## src/verilog/apmc_pkg.sv

```systemverilog
// Package of shared constants for the converter power-state control ends.
package apmc_pkg;

  // ==========================================================================
  // Timing figures and their cycle counts at the 100 MHz clock.
  // ==========================================================================
  localparam int unsigned CLK_PERIOD_PS      = 10000;  // Clock period in ps.
  localparam int unsigned T_CONV_MAX_NS      = 310;    // Longest conversion.
  localparam int unsigned T_NAP_WAKE_NS      = 200;    // Least high time.
  localparam int unsigned T_CNV_RELEASE_NS   = 40;     // Early release limit.
  localparam int unsigned T_RECOVER_MS       = 5;      // Shutdown recovery.
  localparam int unsigned T_SUPPLY_MIN_MV    = 2500;   // Power-on reset level.

  // Conversion, release and recovery times round down; only the nap wake time rounds up.
  localparam int unsigned CONV_CYCLES =
    (T_CONV_MAX_NS * 1000) / CLK_PERIOD_PS;
  localparam int unsigned NAP_WAKE_CYCLES =
    (T_NAP_WAKE_NS * 1000 + CLK_PERIOD_PS - 1) / CLK_PERIOD_PS;
  localparam int unsigned RELEASE_CYCLES =
    (T_CNV_RELEASE_NS * 1000) / CLK_PERIOD_PS;
  localparam int unsigned RECOVER_CYCLES =
    (T_RECOVER_MS * 1000000000 / CLK_PERIOD_PS);

  // Counter width shared by both ends.
  localparam int unsigned CNT_W = 20;

  // ==========================================================================
  // Device power-state machine.
  // ==========================================================================
  typedef enum logic [2:0] {
    APMC_ST_RESET    = 3'b000,  // Held by the power-on reset.
    APMC_ST_IDLE     = 3'b001,  // Awake, waiting for a start edge.
    APMC_ST_CONVERT  = 3'b010,  // Conversion in progress.
    APMC_ST_NAP      = 3'b011,  // Partly powered down between conversions.
    APMC_ST_SHUTDOWN = 3'b100,  // All functions off.
    APMC_ST_WAKEUP   = 3'b101   // Powering up after shutdown.
  } apmc_dev_state_e;

  // Host controller state machine.
  typedef enum logic [2:0] {
    APMC_HS_IDLE     = 3'b000,  // Ready for a request; start high after reset, low after a conversion.
    APMC_HS_PRECHG   = 3'b001,  // Holding start high for the wake time.
    APMC_HS_LOW      = 3'b010,  // Start line driven low.
    APMC_HS_WAIT     = 3'b011,  // Waiting for busy to fall.
    APMC_HS_DOWN     = 3'b100,  // Power-down pin raised.
    APMC_HS_RECOVER  = 3'b101   // Waiting out recovery after shutdown.
  } apmc_host_state_e;

endpackage

```

## src/verilog/apmc_if.sv

```systemverilog
// Interface carrying the pins between the converter and its controller.
`timescale 1ns/1ps
`default_nettype none
interface apmc_if;
  logic convert_start_n;  // Start line; falling edge starts a conversion.
  logic power_down_pin;   // High requests power shutdown.
  logic busy;             // High while a conversion runs.
  logic [17:0] result;    // Last conversion result.

  // Converter end.
  modport dev (
    input  convert_start_n,
    input  power_down_pin,
    output busy,
    output result
  );

  // Controller end.
  modport host (
    output convert_start_n,
    output power_down_pin,
    input  busy,
    input  result
  );
endinterface
`default_nettype wire

```

## src/verilog/apmc_dev.sv

```systemverilog
// Converter end: power-on reset, nap, shutdown and conversion timing.
`timescale 1ns/1ps
`default_nettype none
module apmc_dev
  import apmc_pkg::*;
#(
  parameter int unsigned RESULT_W = 18  // Width of a conversion result.
) (
  // Clock and synchronous reset.
  input  wire logic                i_clk,
  input  wire logic                i_rst_n,
  // Supply monitor: high while the supply is at or above 2.5 V.
  input  wire logic                i_supply_ok,
  // Sampled analogue value that the conversion stands for.
  input  wire logic [RESULT_W-1:0] i_sample,
  // Pins toward the controller.
  apmc_if.dev                      pins,
  // Power-state view for the rest of the chip.
  output logic                     o_nap,
  output logic                     o_shutdown,
  output logic                     o_ref_on
);
  import apmc_pkg::*;

  // ==========================================================================
  // Elaboration checks.
  // ==========================================================================
  if (RESULT_W != 18) begin : g_bad_w
    $error("Result width must match the pin bus width of 18.");
  end
  if (CONV_CYCLES < 1 || CONV_CYCLES >= (1 << CNT_W)) begin : g_bad_conv
    $error("Conversion cycle count does not fit its counter.");
  end

  // ==========================================================================
  // Pin synchronisers: two flops before any logic reads the pins.
  // ==========================================================================
  logic [1:0] cnv_sync_reg;   // Start line synchroniser.
  logic [1:0] cnv_sync_next;  // Next value of the start synchroniser.
  logic [1:0] pd_sync_reg;    // Power-down synchroniser.
  logic [1:0] pd_sync_next;   // Next value of the power-down synchroniser.
  logic [1:0] sup_sync_reg;   // Supply monitor synchroniser.
  logic [1:0] sup_sync_next;  // Next value of the supply synchroniser.
  logic       cnv_last_reg;   // Previous synchronised start level.
  logic       cnv_last_next;  // Next value of the previous start level.

  // Shift the pin levels in one step per clock.
  always_comb begin
    cnv_sync_next = {cnv_sync_reg[0], pins.convert_start_n};
    pd_sync_next  = {pd_sync_reg[0], pins.power_down_pin};
    sup_sync_next = {sup_sync_reg[0], i_supply_ok};
    cnv_last_next = cnv_sync_reg[1];
  end

  // Register the synchronisers; start line idles high, supply low.
  always_ff @(posedge i_clk) begin
    if (!i_rst_n) begin
      cnv_sync_reg <= 2'h3;
      pd_sync_reg  <= 2'h0;
      sup_sync_reg <= 2'h0;
      cnv_last_reg <= 1'b1;
    end else begin
      cnv_sync_reg <= cnv_sync_next;
      pd_sync_reg  <= pd_sync_next;
      sup_sync_reg <= sup_sync_next;
      cnv_last_reg <= cnv_last_next;
    end
  end

  logic cnv_level;  // Synchronised start line level.
  logic cnv_fall;   // One-cycle pulse on a falling start edge.
  logic pd_level;   // Synchronised power-down level.
  logic por_active; // Internal power-on reset is asserted.

  assign cnv_level  = cnv_sync_reg[1];
  assign cnv_fall   = cnv_last_reg && !cnv_sync_reg[1];
  assign pd_level   = pd_sync_reg[1];
  assign por_active = !sup_sync_reg[1];

  // ==========================================================================
  // Power-state machine with conversion timer and result latch.
  // ==========================================================================
  apmc_dev_state_e     state_reg;   // Present power state.
  apmc_dev_state_e     state_next;  // Next power state.
  logic [CNT_W-1:0]    cnt_reg;     // Conversion cycle counter.
  logic [CNT_W-1:0]    cnt_next;    // Next counter value.
  logic                busy_reg;    // Busy output flop.
  logic                busy_next;   // Next busy value.
  logic [RESULT_W-1:0] data_reg;    // Result output flop.
  logic [RESULT_W-1:0] data_next;   // Next result value.

  // Work out the next state, counter, busy level and result.
  always_comb begin
    state_next = state_reg;
    cnt_next   = cnt_reg;
    busy_next  = busy_reg;
    data_next  = data_reg;
    case (state_reg)
      APMC_ST_RESET: begin
        // Leave reset on its own once the supply is back.
        busy_next = 1'b0;
        if (!por_active) begin
          state_next = APMC_ST_IDLE;
        end
      end
      APMC_ST_IDLE: begin
        // Awake and fully powered, so the first result is good.
        if (pd_level) begin
          state_next = APMC_ST_SHUTDOWN;
        end else if (cnv_fall) begin
          state_next = APMC_ST_CONVERT;
          busy_next  = 1'b1;
          cnt_next   = '0;
        end
      end
      APMC_ST_CONVERT: begin
        // Start edges are ignored; power-down waits for the end.
        if (cnt_reg == CNT_W'(CONV_CYCLES - 1)) begin
          busy_next = 1'b0;
          data_next = i_sample;
          if (pd_level) begin
            state_next = APMC_ST_SHUTDOWN;
          end else if (!cnv_level) begin
            state_next = APMC_ST_NAP;
          end else begin
            state_next = APMC_ST_IDLE;
          end
        end else begin
          cnt_next = cnt_reg + CNT_W'(1);
        end
      end
      APMC_ST_NAP: begin
        // Wake when the start line returns high.
        if (pd_level) begin
          state_next = APMC_ST_SHUTDOWN;
        end else if (cnv_level) begin
          state_next = APMC_ST_IDLE;
        end
      end
      APMC_ST_SHUTDOWN: begin
        // Every start request is dropped here.
        if (!pd_level) begin
          state_next = APMC_ST_WAKEUP;
        end
      end
      APMC_ST_WAKEUP: begin
        // Power comes back up; a new start waits for a fresh high level.
        if (pd_level) begin
          state_next = APMC_ST_SHUTDOWN;
        end else if (cnv_level) begin
          state_next = APMC_ST_IDLE;
        end
      end
      default: begin
        state_next = APMC_ST_RESET;
      end
    endcase
    if (por_active) begin
      // The power-on reset overrides state, counter and busy, but not the result.
      state_next = APMC_ST_RESET;
      busy_next  = 1'b0;
      cnt_next   = '0;
    end
  end

  // Register the power state; reset puts the logic in awake idle.
  always_ff @(posedge i_clk) begin
    if (!i_rst_n) begin
      state_reg <= APMC_ST_IDLE;
      cnt_reg   <= '0;
      busy_reg  <= 1'b0;
      data_reg  <= '0;
    end else begin
      state_reg <= state_next;
      cnt_reg   <= cnt_next;
      busy_reg  <= busy_next;
      data_reg  <= data_next;
    end
  end

  // ==========================================================================
  // Outputs.
  // ==========================================================================
  assign pins.busy   = busy_reg;
  assign pins.result = data_reg;
  assign o_nap       = (state_reg == APMC_ST_NAP);
  assign o_shutdown  = (state_reg == APMC_ST_SHUTDOWN);
  assign o_ref_on    = (state_reg != APMC_ST_SHUTDOWN) &&
                       (state_reg != APMC_ST_RESET);

endmodule
`default_nettype wire

```

## src/flat_wrapper.sv

```systemverilog
// flat-port wrapper written by rule: the top's interface ports become plain ports
module apmc_dev_flat import apmc_pkg::*;
#(
  parameter int unsigned RESULT_W = 18                                  
)
  (i_clk, i_rst_n, i_supply_ok, i_sample, o_nap, o_shutdown, o_ref_on, pins_convert_start_n, pins_power_down_pin, pins_busy, pins_result);
  apmc_if pins_i ();
  input  wire logic i_clk;
  input  wire logic i_rst_n;
  input  wire logic i_supply_ok;
  input  wire logic [RESULT_W-1:0] i_sample;
  output logic o_nap;
  output logic o_shutdown;
  output logic o_ref_on;
  input wire logic [$bits(pins_i.convert_start_n)-1:0] pins_convert_start_n;
  input wire logic [$bits(pins_i.power_down_pin)-1:0] pins_power_down_pin;
  output wire logic [$bits(pins_i.busy)-1:0] pins_busy;
  output wire logic [$bits(pins_i.result)-1:0] pins_result;
  assign pins_i.convert_start_n = pins_convert_start_n;
  assign pins_i.power_down_pin = pins_power_down_pin;
  assign pins_busy = pins_i.busy;
  assign pins_result = pins_i.result;
  apmc_dev #(.RESULT_W(RESULT_W)) u_core (.i_clk(i_clk), .i_rst_n(i_rst_n), .i_supply_ok(i_supply_ok), .i_sample(i_sample), .pins(pins_i), .o_nap(o_nap), .o_shutdown(o_shutdown), .o_ref_on(o_ref_on));
endmodule
```

## config.mk

```make
export PLATFORM = sky130hd
export DESIGN_NAME = apmc_dev_flat
export DESIGN_NICKNAME = d
export VERILOG_FILES = /design/src/verilog/apmc_pkg.sv /design/src/verilog/apmc_if.sv /design/src/verilog/apmc_dev.sv /design/src/flat_wrapper.sv
export SDC_FILE = /design/constraint.sdc
export NUM_CORES = 1
export LEC_CHECK = 0
export BUFFER_PORTS_ARGS = -buffer_cell sky130_fd_sc_hd__buf_2
export CORE_MARGIN = 4
export CORE_UTILIZATION = 30
export CTS_CLUSTER_SIZE = 25
export DETAILED_ROUTE_END_ITERATION = 10
export PLACE_DENSITY = 0.54
export SLEW_MARGIN = 25
export SYNTH_ARGS = -nofsm -noshare
export SYNTH_HDL_FRONTEND = slang
export SYNTH_SLANG_ARGS = --single-unit
```

## constraint.sdc

```tcl
create_clock -name i_clk -period 3.2 [get_ports i_clk]
set_input_delay 0.16 -clock i_clk [delete_from_list [all_inputs] [get_ports i_clk]]
set_output_delay 0.16 -clock i_clk [all_outputs]
set_load 0.03 [all_outputs]
```

==> summary.txt, run 1 <==
Reg2reg setup slack - 1.00 ns
H-tree levels - 2
Num CTS Buffers - 5
Count of unique library cells instantiated by Yosys - 44
Gr busiest metal - met2
Final GP Congestion - 0.782
Initial Utilization - 30.7%
Clock sink total - 49
Peak VDD IR - 0.253 mV
Largest net degree at the start of global routing - 37
Final setup fails - 0
Syn nets - 279
Die area - 0.00882 sq mm
Commonest cells after routing, fill and taps aside - 49 x dfxtp_1, 47 x nand2_1, 44 x buf_2, 15 x a21oi_1
Io pins - 45
M2 GR Usage - 18.2%
Via count - 1899
Clk root buf - clkbuf_8
Remaining Overflow, GRT - 0
Max clock buf depth - 2
Peak Freq - 455 MHz
Max Cap Viol - 0
Min cycle time layout - 2.20 ns
Post-CTS Setup Inserts - 0
Vias in the first global route - 1753
PortBufs - 44
Vias/cell - 4.87
Area after DPL - 0.00245 sq mm
Seq/Total Area, Yosys - 44.3%
Cell leakage power - 0.945 nW
Clock Skews - 0.00625 ns
Post-DP HPWL - 3330 microns
Worst r2r dst - u_core.pins.result[8]$_SDFFE_PN0P_
# diodes - 0
Initial antenna violation count - 0
Worst path required time - 3.38 ns
Max-slew headroom at the worst pin - 54.1%
Slowest cell on the critical path - or4_1
Synthesized area - 0.00221 sq mm
P&R area growth vs syn - 16.0%
Wire per inst - 12.1 microns
Worst slew pin tran - 0.687 ns
CP Capture Point - u_core.pins.result[8]$_SDFFE_PN0P_
Crit path max fanout - 18
Yosys top cell by area - dfxtp_1
Critical hold path startpoint - pins_convert_start_n
CTS tree - yes
Routed WL - 4720 microns
Core outline area - 0.00721 sq mm
Critical Path AT - 2.38 ns
HP Class - in -> reg
# fillers - 787
Fin crit share - 68.7%
RSZ-0062 raised after global routing - false
Total negative slack - 0 ns
Layout cells sized above 1 - 21.6%
DIE HEIGHT - 93.9 microns
Global-route usage over all layers - 11.1%
Fin area - 0.00257 sq mm
GR Util met3 - 2.56%
# resized after CTS - 0
Initial DRC Count - 85
CP Class - reg -> reg
Crit path cell chain - or4_1, nor2_1, nand3_1, nand2_1, a21boi_0
Worst-Skew Late Latency - 0.30 ns
Cts hold-fix bufs - 0
First-pass GRT wire length - 8090 microns
Rows - 31
Global routing met1 resource utilization - 14.6%
Synth Register Bits - 49
Area contributors post-synth - dfxtp_1 44%, nand2_1 8.0%, or4_1 3.7%
Max reg flops - 20
Final Hold Fails - 0
RR Startpoint - u_core.cnt_reg[9]$_SDFFE_PN0P_
# DRC - 0
Syn Inst Count - 254
Slew Limit Fails - 0
Final #Nets - 315
Die Width - 93.9 microns
P per Cell Area - 430 mW/mm^2
Yosys warns - 0
Avg Cell Area, Syn - 8.72 sq um
Crit path capture type - flop
Critical Path Max Stage Delay - 0.57 ns
Status - complete, no violations
Area share of the largest cell type after synthesis - 44.3%
CTS clk-pin slew, worst paths - 0.09 ns
Pre-Repair DR Iteration Count - 4
Crit path from - u_core.cnt_reg[9]$_SDFFE_PN0P_
Routed Antenna Nets - 0
R2R depth - 5
Most common cell after layout, fill and taps aside - dfxtp_1
Critical Path Source Type - flop
cells by family (layout without fill, tap and decap cells):
family	Yosys count	count (layout)	synth area share, %
adder cells (fa/ha/maj)	2	2	1.13
XOR/XNOR	3	3	1.19
buffers and inverters	19	56	5.42
flip-flops	49	49	44.3
AND/OR/NAND/NOR	120	120	29.2
AO/OA/AOI/OAI	61	61	18.8
through the flow:
| step | instances | hold slack [ns] | utilization (%) | setup slack, ns | total power [mW] |
|---|---|---|---|---|---|
| 2_1_floorplan | 254 | 0.233 | - | 1.27 | 0.656 |
| 3_3_place_gp | 382 | 0.347 | 34.0 | 1.05 | 0.675 |
| 3_5_place_dp | 382 | 0.349 | 34.0 | 0.966 | 0.674 |
| 4_1_cts | 390 | 0.0296 | 35.6 | 0.961 | 1.12 |
| 5_1_grt | 390 | 0.0255 | 35.6 | 0.771 | 1.14 |
| 6_report | 390 | 0.0407 | 35.6 | 1.00 | 1.10 |
where the power goes:
part | switching [mW] | total [mW] | internal, mW
sequential | 0.00345 | 0.617 | 0.614
clock | 0.209 | 0.443 | 0.234
combinational | 0.0223 | 0.0425 | 0.0202
total | 0.235 | 1.10 | 0.868
area by class of cell:
type                       count  area, sq um  share of cell area (%)
tap                           99          124                    4.82
clock buffer                   5         68.8                    2.68
multi-input combinational    186         1110                    43.4
inverter                       4         15.0                   0.585
clock inverter                 3         46.3                    1.80
sequential                    49          981                    38.2
timing repair buffer          44          220                    8.57
cells in the mapped netlist (all sizes together):
| master | n |
|---|---|
| nand3b | 1 |
| xnor2 | 3 |
| nand2b | 3 |
| or4 | 11 |
| nor4 | 1 |
| o32ai | 1 |
| a21boi | 19 |
| buf | 9 |
| o41ai | 1 |
| a21bo | 1 |
| a211oi | 3 |
| or2 | 3 |
| a31oi | 2 |
| dfxtp | 49 |
| a21o | 1 |
| nand3 | 11 |
| nor3b | 3 |
| clkbuf | 6 |
| ha | 2 |
| nand2 | 47 |
| and2 | 6 |
| nor2 | 9 |
| and3 | 7 |
| or3 | 9 |
| and4 | 3 |
| o21ai | 8 |
| nand4 | 5 |
| a2111oi | 1 |
| nor4b | 1 |
| inv | 4 |
| a21oi | 15 |
| o211ai | 5 |
| o31ai | 4 |
how the worst min path moves through the flow:
stage                                                    to  slack (ns)  cells after the start
after CTS                 u_core.cnv_sync_reg[0]$_SDFF_PN1_        0.03                      2
after global routing      u_core.cnv_sync_reg[0]$_SDFF_PN1_        0.03                      2
final                     u_core.cnv_sync_reg[0]$_SDFF_PN1_        0.04                      2
after global placement    u_core.cnv_sync_reg[0]$_SDFF_PN1_        0.35                      2
after floorplan           u_core.cnv_sync_reg[0]$_SDFF_PN1_        0.23                      1
after detailed placement  u_core.cnv_sync_reg[0]$_SDFF_PN1_        0.35                      2
worst max-delay path, delay by kind of cell, from the launching register on:
| kind | cells | cell delay (ns) |
|---|---|---|
| compound gates | 1 | 0.11 |
| flops | 1 | 0.39 |
| simple gates | 4 | 1.57 |
routing by layer:
metal  share of wire [%]  vias up
met5                   0        -
met4                 1.2        0
met3                 3.7        6
met2                  48       28
met1                  48      881
li1                    -      984
No activity file was read; power rests on OpenSTA's default activity.
==> inputs of run 2 (changes only) <==
--- a/config.mk
+++ b/config.mk
@@ -5,12 +5,13 @@
 export SDC_FILE = /design/constraint.sdc
 export NUM_CORES = 1
 export LEC_CHECK = 0
+export ABC_AREA = 1
 export BUFFER_PORTS_ARGS = -buffer_cell sky130_fd_sc_hd__buf_2
 export CORE_MARGIN = 4
 export CORE_UTILIZATION = 30
 export CTS_CLUSTER_SIZE = 25
 export DETAILED_ROUTE_END_ITERATION = 10
-export PLACE_DENSITY = 0.54
+export PLACE_DENSITY = 0.55
 export SLEW_MARGIN = 25
 export SYNTH_ARGS = -nofsm -noshare
 export SYNTH_HDL_FRONTEND = slang
==> constraint.sdc (replaced) <==
create_clock -name i_clk -period 1.8 [get_ports i_clk]
set_input_delay 0.09 -clock i_clk [delete_from_list [all_inputs] [get_ports i_clk]]
set_output_delay 0.09 -clock i_clk [all_outputs]
set_load 0.03 [all_outputs]
==> run 2 against run 1 <==
Net effect: power up 77%; fmax up 36%; non-clock buffer count up 17; combinational power rose to 4.0 times the previous value; first-iteration DRC count up 22%; cell count up 37%; hold slack worse by 0.021 ns; critical path depth up 4; critical path type unchanged; largest cell class unchanged; largest power group unchanged.
==> summary.txt, run 2 <==
Max Cap Viol - 0 (unchanged)
Final setup fails - 0 (unchanged)
Slew Limit Fails - 0 (unchanged)
Post-synth EDFFs - 0 (unchanged)
Initial DRC Count - 104 (+22%)
Global-route usage over all layers - 12.7% (+1.6 points)
Critical Path Max Stage Delay - 0.44 ns (-0.13 ns)
DIE HEIGHT - 103 microns (+9.8%)
Critical Path Source Type - flop
Status - complete, no violations
Max clock buf depth - 2 (unchanged)
CTS clk-pin slew, worst paths - 0.10 ns (about the same)
Die area - 0.0106 sq mm (+21%)
Non-Filler Instances - 535 (+37%)
Final GP Congestion - 0.873 (+12%)
Pre-CTS setup slack - 0.126 ns (-0.841 ns)
Worst hold slack - 0.0193 ns (-0.0214 ns)
Max-slew headroom at the worst pin - 48.2% (-5.9 points)
Pre-Repair DR Iteration Count - 4 (unchanged)
Final core utilization - 36.8% (+1.2 points)
Clock sink total - 49 (unchanged)
Synth top cells by count - 68 x nand2_1, 57 x nor2_1, 49 x dfxtp_1
Synth Register Bits - 49 (unchanged)
Critical Path AT - 1.84 ns (-0.54 ns)
Post-CTS Setup Inserts - 0 (unchanged)
Vias/cell - 4.68 (-3.8%)
Yosys warns - 0 (unchanged)
Clock Skews - 0.0101 ns (+0.00386 ns)
Max reg flops - 20 (unchanged)
Remaining Overflow, GRT - 0 (unchanged)
Routed WL - 6570 microns (+39%)
Peak VDD IR - 0.442 mV (+75%)
Vias in the first global route - 2424 (+38%)
P&R area growth vs syn - 18.8%
Most common cell after layout, fill and taps aside - nand2_1
Fin area - 0.00323 sq mm (+26%)
Syn nets - 394 (+41%)
Avg Cell Area, Syn - 7.36 sq um (-16%)
Final setup margin - 0.182 ns (-0.820 ns)
Crit path cell chain - nand2_2, inv_2, nand2_1, nor2_2, nand3_2, buf_4, nor2_8, nor2_1, nor3_1
Area contributors post-synth - dfxtp_1 36%, nand2_1 9.4%, nor2_1 7.9%
Rows - 34 (+9.7%)
Placed cells - 522 (+37%)
CTS tree - yes
Die Width - 103 microns (+9.8%)
HP Class - in -> reg
RSZ-0062 raised after global routing - false
Crit path max fanout - 21 (+3)
First-pass GRT wire length - 10900 microns (+35%)
Final Hold Fails - 0 (unchanged)
Count of unique library cells instantiated by Yosys - 35 (-20%)
Yosys top cell by area - dfxtp_1
Post-DP HPWL - 4790 microns (+44%)
Core outline area - 0.00876 sq mm (+21%)
Commonest cells after routing, fill and taps aside - 68 x nand2_1, 55 x nor2_1, 48 x dfxtp_1, 44 x buf_2, 29 x nand3_1
Worst-Skew Late Latency - 0.31 ns (about the same)
Area share of the largest cell type after synthesis - 36.1% (-8.2 points)
Slowest cell on the critical path - dfxtp_1
Most common cell in the netlist - nand2_1
H-tree levels - 2 (unchanged)
# diodes - 0 (unchanged)
Syn Inst Count - 369 (+45%)
Num CTS Buffers - 5 (unchanged)
Area after DPL - 0.00308 sq mm (+25%)
Synthesized area - 0.00272 sq mm (+23%)
Total negative slack - 0 ns (unchanged)
Final #Nets - 451 (+43%)
PortBufs - 44 (unchanged)
Clk root buf - clkbuf_8
Largest net degree at the start of global routing - 21 (-43%)
Via count - 2506 (+32%)
Routed Antenna Nets - 0 (unchanged)
Initial antenna violation count - 0 (unchanged)
Peak Freq - 618 MHz (+36%)
Most used DFF post-synth - dfxtp_1
Total power draw - 1.95 mW (+77%)
Worst path required time - 2.02 ns (-1.36 ns)
Min cycle time layout - 1.62 ns (-0.580 ns)
Layout cells sized above 1 - 33.7% (+12 points)
P per Cell Area - 605 mW/mm^2 (+41%)
# DRC - 0 (unchanged)
Worst slew pin tran - 0.776 ns (+0.0897 ns)
Io pins - 45 (unchanged)
Cell leakage power - 1.27 nW (+34%)
Seq/Total Area, Yosys - 36.1% (-8.2 points)
Crit path capture type - flop
# fillers - 939 (+19%)
Initial Utilization - 31.0% (+0.30 points)
Wire per inst - 12.3 microns (+1.5%)
Fin crit share - 89.9% (+21 points)
CP Class - reg -> reg
Ys async rst share - 0% (unchanged)
## run 2: cell types whose count changed in the layout (fill, tap and decap cells not counted), moves of 14 or more
cell / before / now
inv_1: 4 / 26
a21oi_1: 15 / 1
nand3_1: 11 / 29
nor2_1: 9 / 55
nor3_1: 0 / 28
nand2_1: 47 / 68
nand2_2: 0 / 20
a21oi_2: 0 / 20
buf_4: 0 / 14
## run 2: per-layer routing
layer	routed length (microns)	GRT usage [%]	up-vias
met3	181	2.57	10
met1	3110	16.4	1147
met5	0	0	-
met4	117	3.98	0
met2	3160	21.2	38
li1	-	-	1311
## run 2: logic make-up (layout without fill, tap and decap cells)
group	Yosys count	after routing	share of synthesized area, %
xor gates and xnor gates	5	5	1.61
and+or+nand+nor	239	241	44.3
adders and majority gates	2	2	0.921
buffers and inverters	43	99	7.88
DFF	49	49	36.1
AOI/OAI and AO/OA	31	31	9.21
## run 2: cell type report
class / instances / area, sq um / share of cell area [%]
clock buffers: 5 / 68.8 / 2.13
clock inverters: 3 / 21.3 / 0.659
inverters: 30 / 113 / 3.49
multi-input cells: 279 / 1550 / 48.1
flip-flops and latches: 49 / 982 / 30.4
well taps: 108 / 135 / 4.19
repair buffers: 61 / 355 / 11.0
## run 2: final timing paths
kind                                          from                            endpoint  slack [ns]  depth (start not counted)
setup / recovery    u_core.cnt_reg[3]$_SDFFE_PN0P_  u_core.pins.result[5]$_SDFFE_PN0P_        0.18                          9
hold / removal                             i_rst_n      u_core.cnv_last_reg$_SDFF_PN1_        0.02                          2
setup reg to reg    u_core.cnt_reg[3]$_SDFFE_PN0P_  u_core.pins.result[5]$_SDFFE_PN0P_        0.18                          9
hold reg to reg   u_core.pd_sync_reg[0]$_SDFF_PN0_    u_core.pd_sync_reg[1]$_SDFF_PN0_        0.42                          2
## run 2: worst max-delay path: cells and delay by family (launching register included)
| family | cells | cell delay [ns] |
|---|---|---|
| DFF | 1 | 0.44 |
| buffers and inverters | 2 | 0.30 |
| and+or+nand+nor | 7 | 0.79 |
## run 2: repair_timing
item / in CTS / in global routing
gates resized for setup: 0 / 3
endpoints found under the hold margin: 3 / 0
setup endpoints to repair: 0 / 38
hold buffers: 3 / 0
## run 2: report_power, final
| part | internal (mW) | switching (mW) | total [mW] | leakage (nW) |
|---|---|---|---|---|
| Clock | 0.277 | 0.402 | 0.679 | 0.0445 |
| Sequential | 1.09 | 0.00793 | 1.10 | 0.397 |
| Combinational | 0.0589 | 0.112 | 0.171 | 0.826 |
| Total | 1.43 | 0.522 | 1.95 | 1.27 |
==> inputs of run 3 (changes only) <==
==> constraint.sdc (replaced) <==
create_clock -name i_clk -period 1.8 [get_ports i_clk]
set_input_delay 0 -clock i_clk [delete_from_list [all_inputs] [get_ports i_clk]]
set_output_delay 0 -clock i_clk [all_outputs]
set_load 0.03 [all_outputs]
==> run 3 against run 2 <==
Net effect: critical endpoint unchanged; sequential share of layout area fell by 1.4 points; critical path type unchanged; non-clock buffer count rose by 16; largest cell class unchanged; via count rose by 2.0%; hold slack got worse by 0.014 ns.
==> summary.txt, run 3 (synthesized netlist as in run 2, its figures left out) <==
Commonest cells after routing, fill and taps aside - 68 x nand2_1, 55 x nor2_1, 48 x dfxtp_1, 44 x buf_2, 29 x nand3_1
GR Util met3 - 2.57% (unchanged)
First-pass GRT wire length - 11200 microns (+2.5%)
Vias/cell - 4.64 (-1.0%)
Combinational group share of total power - 10.1% (+1.3 points)
Num CTS Buffers - 5 (unchanged)
Cell leakage power - 1.33 nW (+5.1%)
Initial antenna violation count - 0 (unchanged)
P&R area growth vs syn - 24.7%
RR Startpoint - u_core.cnt_reg[3]$_SDFFE_PN0P_
Routed Antenna Nets - 0 (unchanged)
Worst path required time - 2.02 ns (about the same)
Int Pwr - 1.45 mW (+1.6%)
# fillers - 917 (-2.3%)
CP delay by family, top - simple AND/OR/NAND/NOR gates
Min cycle time layout - 1.60 ns (-0.0164 ns)
CP Class - reg -> reg
M2 GR Usage - 21.7% (+0.49 points)
Hold Path End - u_core.pins.result[7]$_SDFFE_PN0P_
Core outline area - 0.00876 sq mm (unchanged)
Final Hold Fails - 0 (unchanged)
Fin crit share - 89.0% (-0.91 points)
Initial DRC Count - 104 (unchanged)
Critical Path Max Stage Delay - 0.44 ns (about the same)
Sw Ratio - 26.5% (-0.22 points)
Max Cap Viol - 0 (unchanged)
Status - complete, no violations
Clk root buf - clkbuf_8
Reg2reg setup slack - 0.20 ns (+0.02 ns)
Global routing met1 resource utilization - 16.8% (+0.44 points)
Clock sink total - 49 (unchanged)
WHS Path Cells - 3 (+1)
Area after DPL - 0.00308 sq mm (unchanged)
Peak VDD IR - 0.438 mV (-0.86%)
Final GP Congestion - 0.873 (unchanged)
PortBufs - 44 (unchanged)
Peak Freq - 624 MHz (+1.0%)
Clock Skews - 0.00806 ns (-0.00205 ns)
Gr busiest metal - met2
H-tree levels - 2 (unchanged)
CTS tree - yes
Final setup fails - 0 (unchanged)
DIE HEIGHT - 103 microns (unchanged)
Largest net degree at the start of global routing - 21 (unchanged)
Flop pwr share - 55.7% (-0.7 points)
Pre-Repair DR Iteration Count - 5 (+1)
Initial Utilization - 31.0% (unchanged)
Critical path buffer and inverter count - 2 (unchanged)
Most common cell after layout, fill and taps aside - nand2_1
Vias in the first global route - 2489 (+2.7%)
Worst slew pin tran - 0.781 ns (+0.00518 ns)
Max-slew headroom at the worst pin - 47.8% (-0.35 points)
Slowest cell on the critical path - dfxtp_1
Critical Path AT - 1.82 ns (-0.02 ns)
CTS clk-pin slew, worst paths - 0.10 ns (about the same)
RSZ-0062 raised after global routing - false
Sw Pwr - 0.525 mW (+0.43%)
Post-CTS Setup Inserts - 0 (unchanged)
Via count - 2555 (+2.0%)
Total negative slack - 0 ns (unchanged)
Crit path capture type - flop
Remaining Overflow, GRT - 0 (unchanged)
Max clock buf depth - 2 (unchanged)
# DRC - 0 (unchanged)
HP Class - in -> reg
R2R depth - 9 (unchanged)
# diodes - 0 (unchanged)
Clock share of power - 34.2% (-0.6 points)
Wire per inst - 12.1 microns (-1.2%)
Critical hold path startpoint - i_sample[7]
Die area - 0.0106 sq mm (unchanged)
Worst r2r dst - u_core.pins.result[5]$_SDFFE_PN0P_
Layout cells sized above 1 - 32.5% (-1.2 points)
Placed cells - 522 (unchanged)
Final #Nets - 467 (+3.5%)
Post-DP HPWL - 4790 microns (unchanged)
Rows - 34 (unchanged)
Die Width - 103 microns (unchanged)
Io pins - 45 (unchanged)
Worst hold slack - 0.00490 ns (-0.0144 ns)
Crit path max fanout - 21 (unchanged)
Crit path cell chain - nand2_2, inv_2, nand2_1, nor2_2, nand3_2, buf_4, nor2_8, nor2_1, nor3_1
Fin area - 0.00339 sq mm (+5.0%)
Max reg flops - 20 (unchanged)
Slew Limit Fails - 0 (unchanged)
Critical Path Source Type - flop
Routed WL - 6680 microns (+1.7%)
Global-route usage over all layers - 13.0% (+0.29 points)
Non-Filler Instances - 551 (+3.0%)
Worst-Skew Late Latency - 0.31 ns (about the same)
P per Cell Area - 583 mW/mm^2 (-3.5%)
-- run 3: changes by cell type in the layout (fill, tap and decap cells not counted), sizes merged --
cell | before | now
dlygate4sd3 | 3 | 19
-- run 3: power groups by stage --
stage / Sequential [mW] / Clock (mW) / Combinational, mW
2_1_floorplan: 1.13 / 0 / 0.129
3_3_place_gp: 1.13 / 0 / 0.160
3_5_place_dp: 1.13 / 0 / 0.163
4_1_cts: 1.10 / 0.709 / 0.195
5_1_grt: 1.10 / 0.741 / 0.218
6_report: 1.10 / 0.676 / 0.199
-- run 3: layer usage --
metal  up-vias  wire [microns]
met2        32            3230
met1      1168            3170
met3        10             170
li1       1345               -
met4         0             118
met5         -               0
-- run 3: layout make-up --
cell class / count / area [sq um] / share of cell area (%)
multi-input cells: 279 / 1550 / 45.8
inverters: 30 / 113 / 3.32
well taps: 108 / 135 / 3.99
clock buffers: 5 / 68.8 / 2.03
clock inverters: 3 / 21.3 / 0.628
flip-flops and latches: 49 / 982 / 29.0
repair buffers: 77 / 515 / 15.2
-- run 3: stage by stage --
step                      total power, mW  utilization [%]  setup WS [ns]
after global routing                 2.06             38.7         0.0236
after CTS                            2.01             38.3         0.0967
after detailed placement             1.29             35.1          0.126
after global placement               1.29             35.1          0.190
after floorplan                      1.26                -          0.108
final                                1.98             38.7          0.198
-- run 3: worst max path at each step --
stage	from	to	slack [ns]	cells after the start
after floorplan	u_core.state_reg[0]$_SDFFE_PN1P_	u_core.state_reg[1]$_SDFFE_PN0P_	0.11	10
after global placement	u_core.state_reg[1]$_SDFFE_PN0P_	u_core.cnt_reg[1]$_SDFFE_PN0P_	0.19	8
after detailed placement	u_core.cnt_reg[3]$_SDFFE_PN0P_	u_core.cnt_reg[1]$_SDFFE_PN0P_	0.13	11
after CTS	u_core.cnt_reg[1]$_SDFFE_PN0P_	u_core.cnt_reg[1]$_SDFFE_PN0P_	0.1	10
after global routing	u_core.cnt_reg[3]$_SDFFE_PN0P_	u_core.pins.result[17]$_SDFFE_PN0P_	0.02	9
final	u_core.cnt_reg[3]$_SDFFE_PN0P_	u_core.pins.result[5]$_SDFFE_PN0P_	0.20	9
-- run 3: timing repair --
item | 4_1_cts | 5_1_grt
gates resized for setup | 0 | 3
endpoints found under the setup margin | 0 | 38
hold buffers | 19 | 0
endpoints found under the hold margin | 20 | 0
-- run 3: worst register-to-register path, delay by kind of cell, from the launching register on --
family	cells	cell delay, ns
flops	1	0.44
buf+inv	2	0.30
simple gates	7	0.78
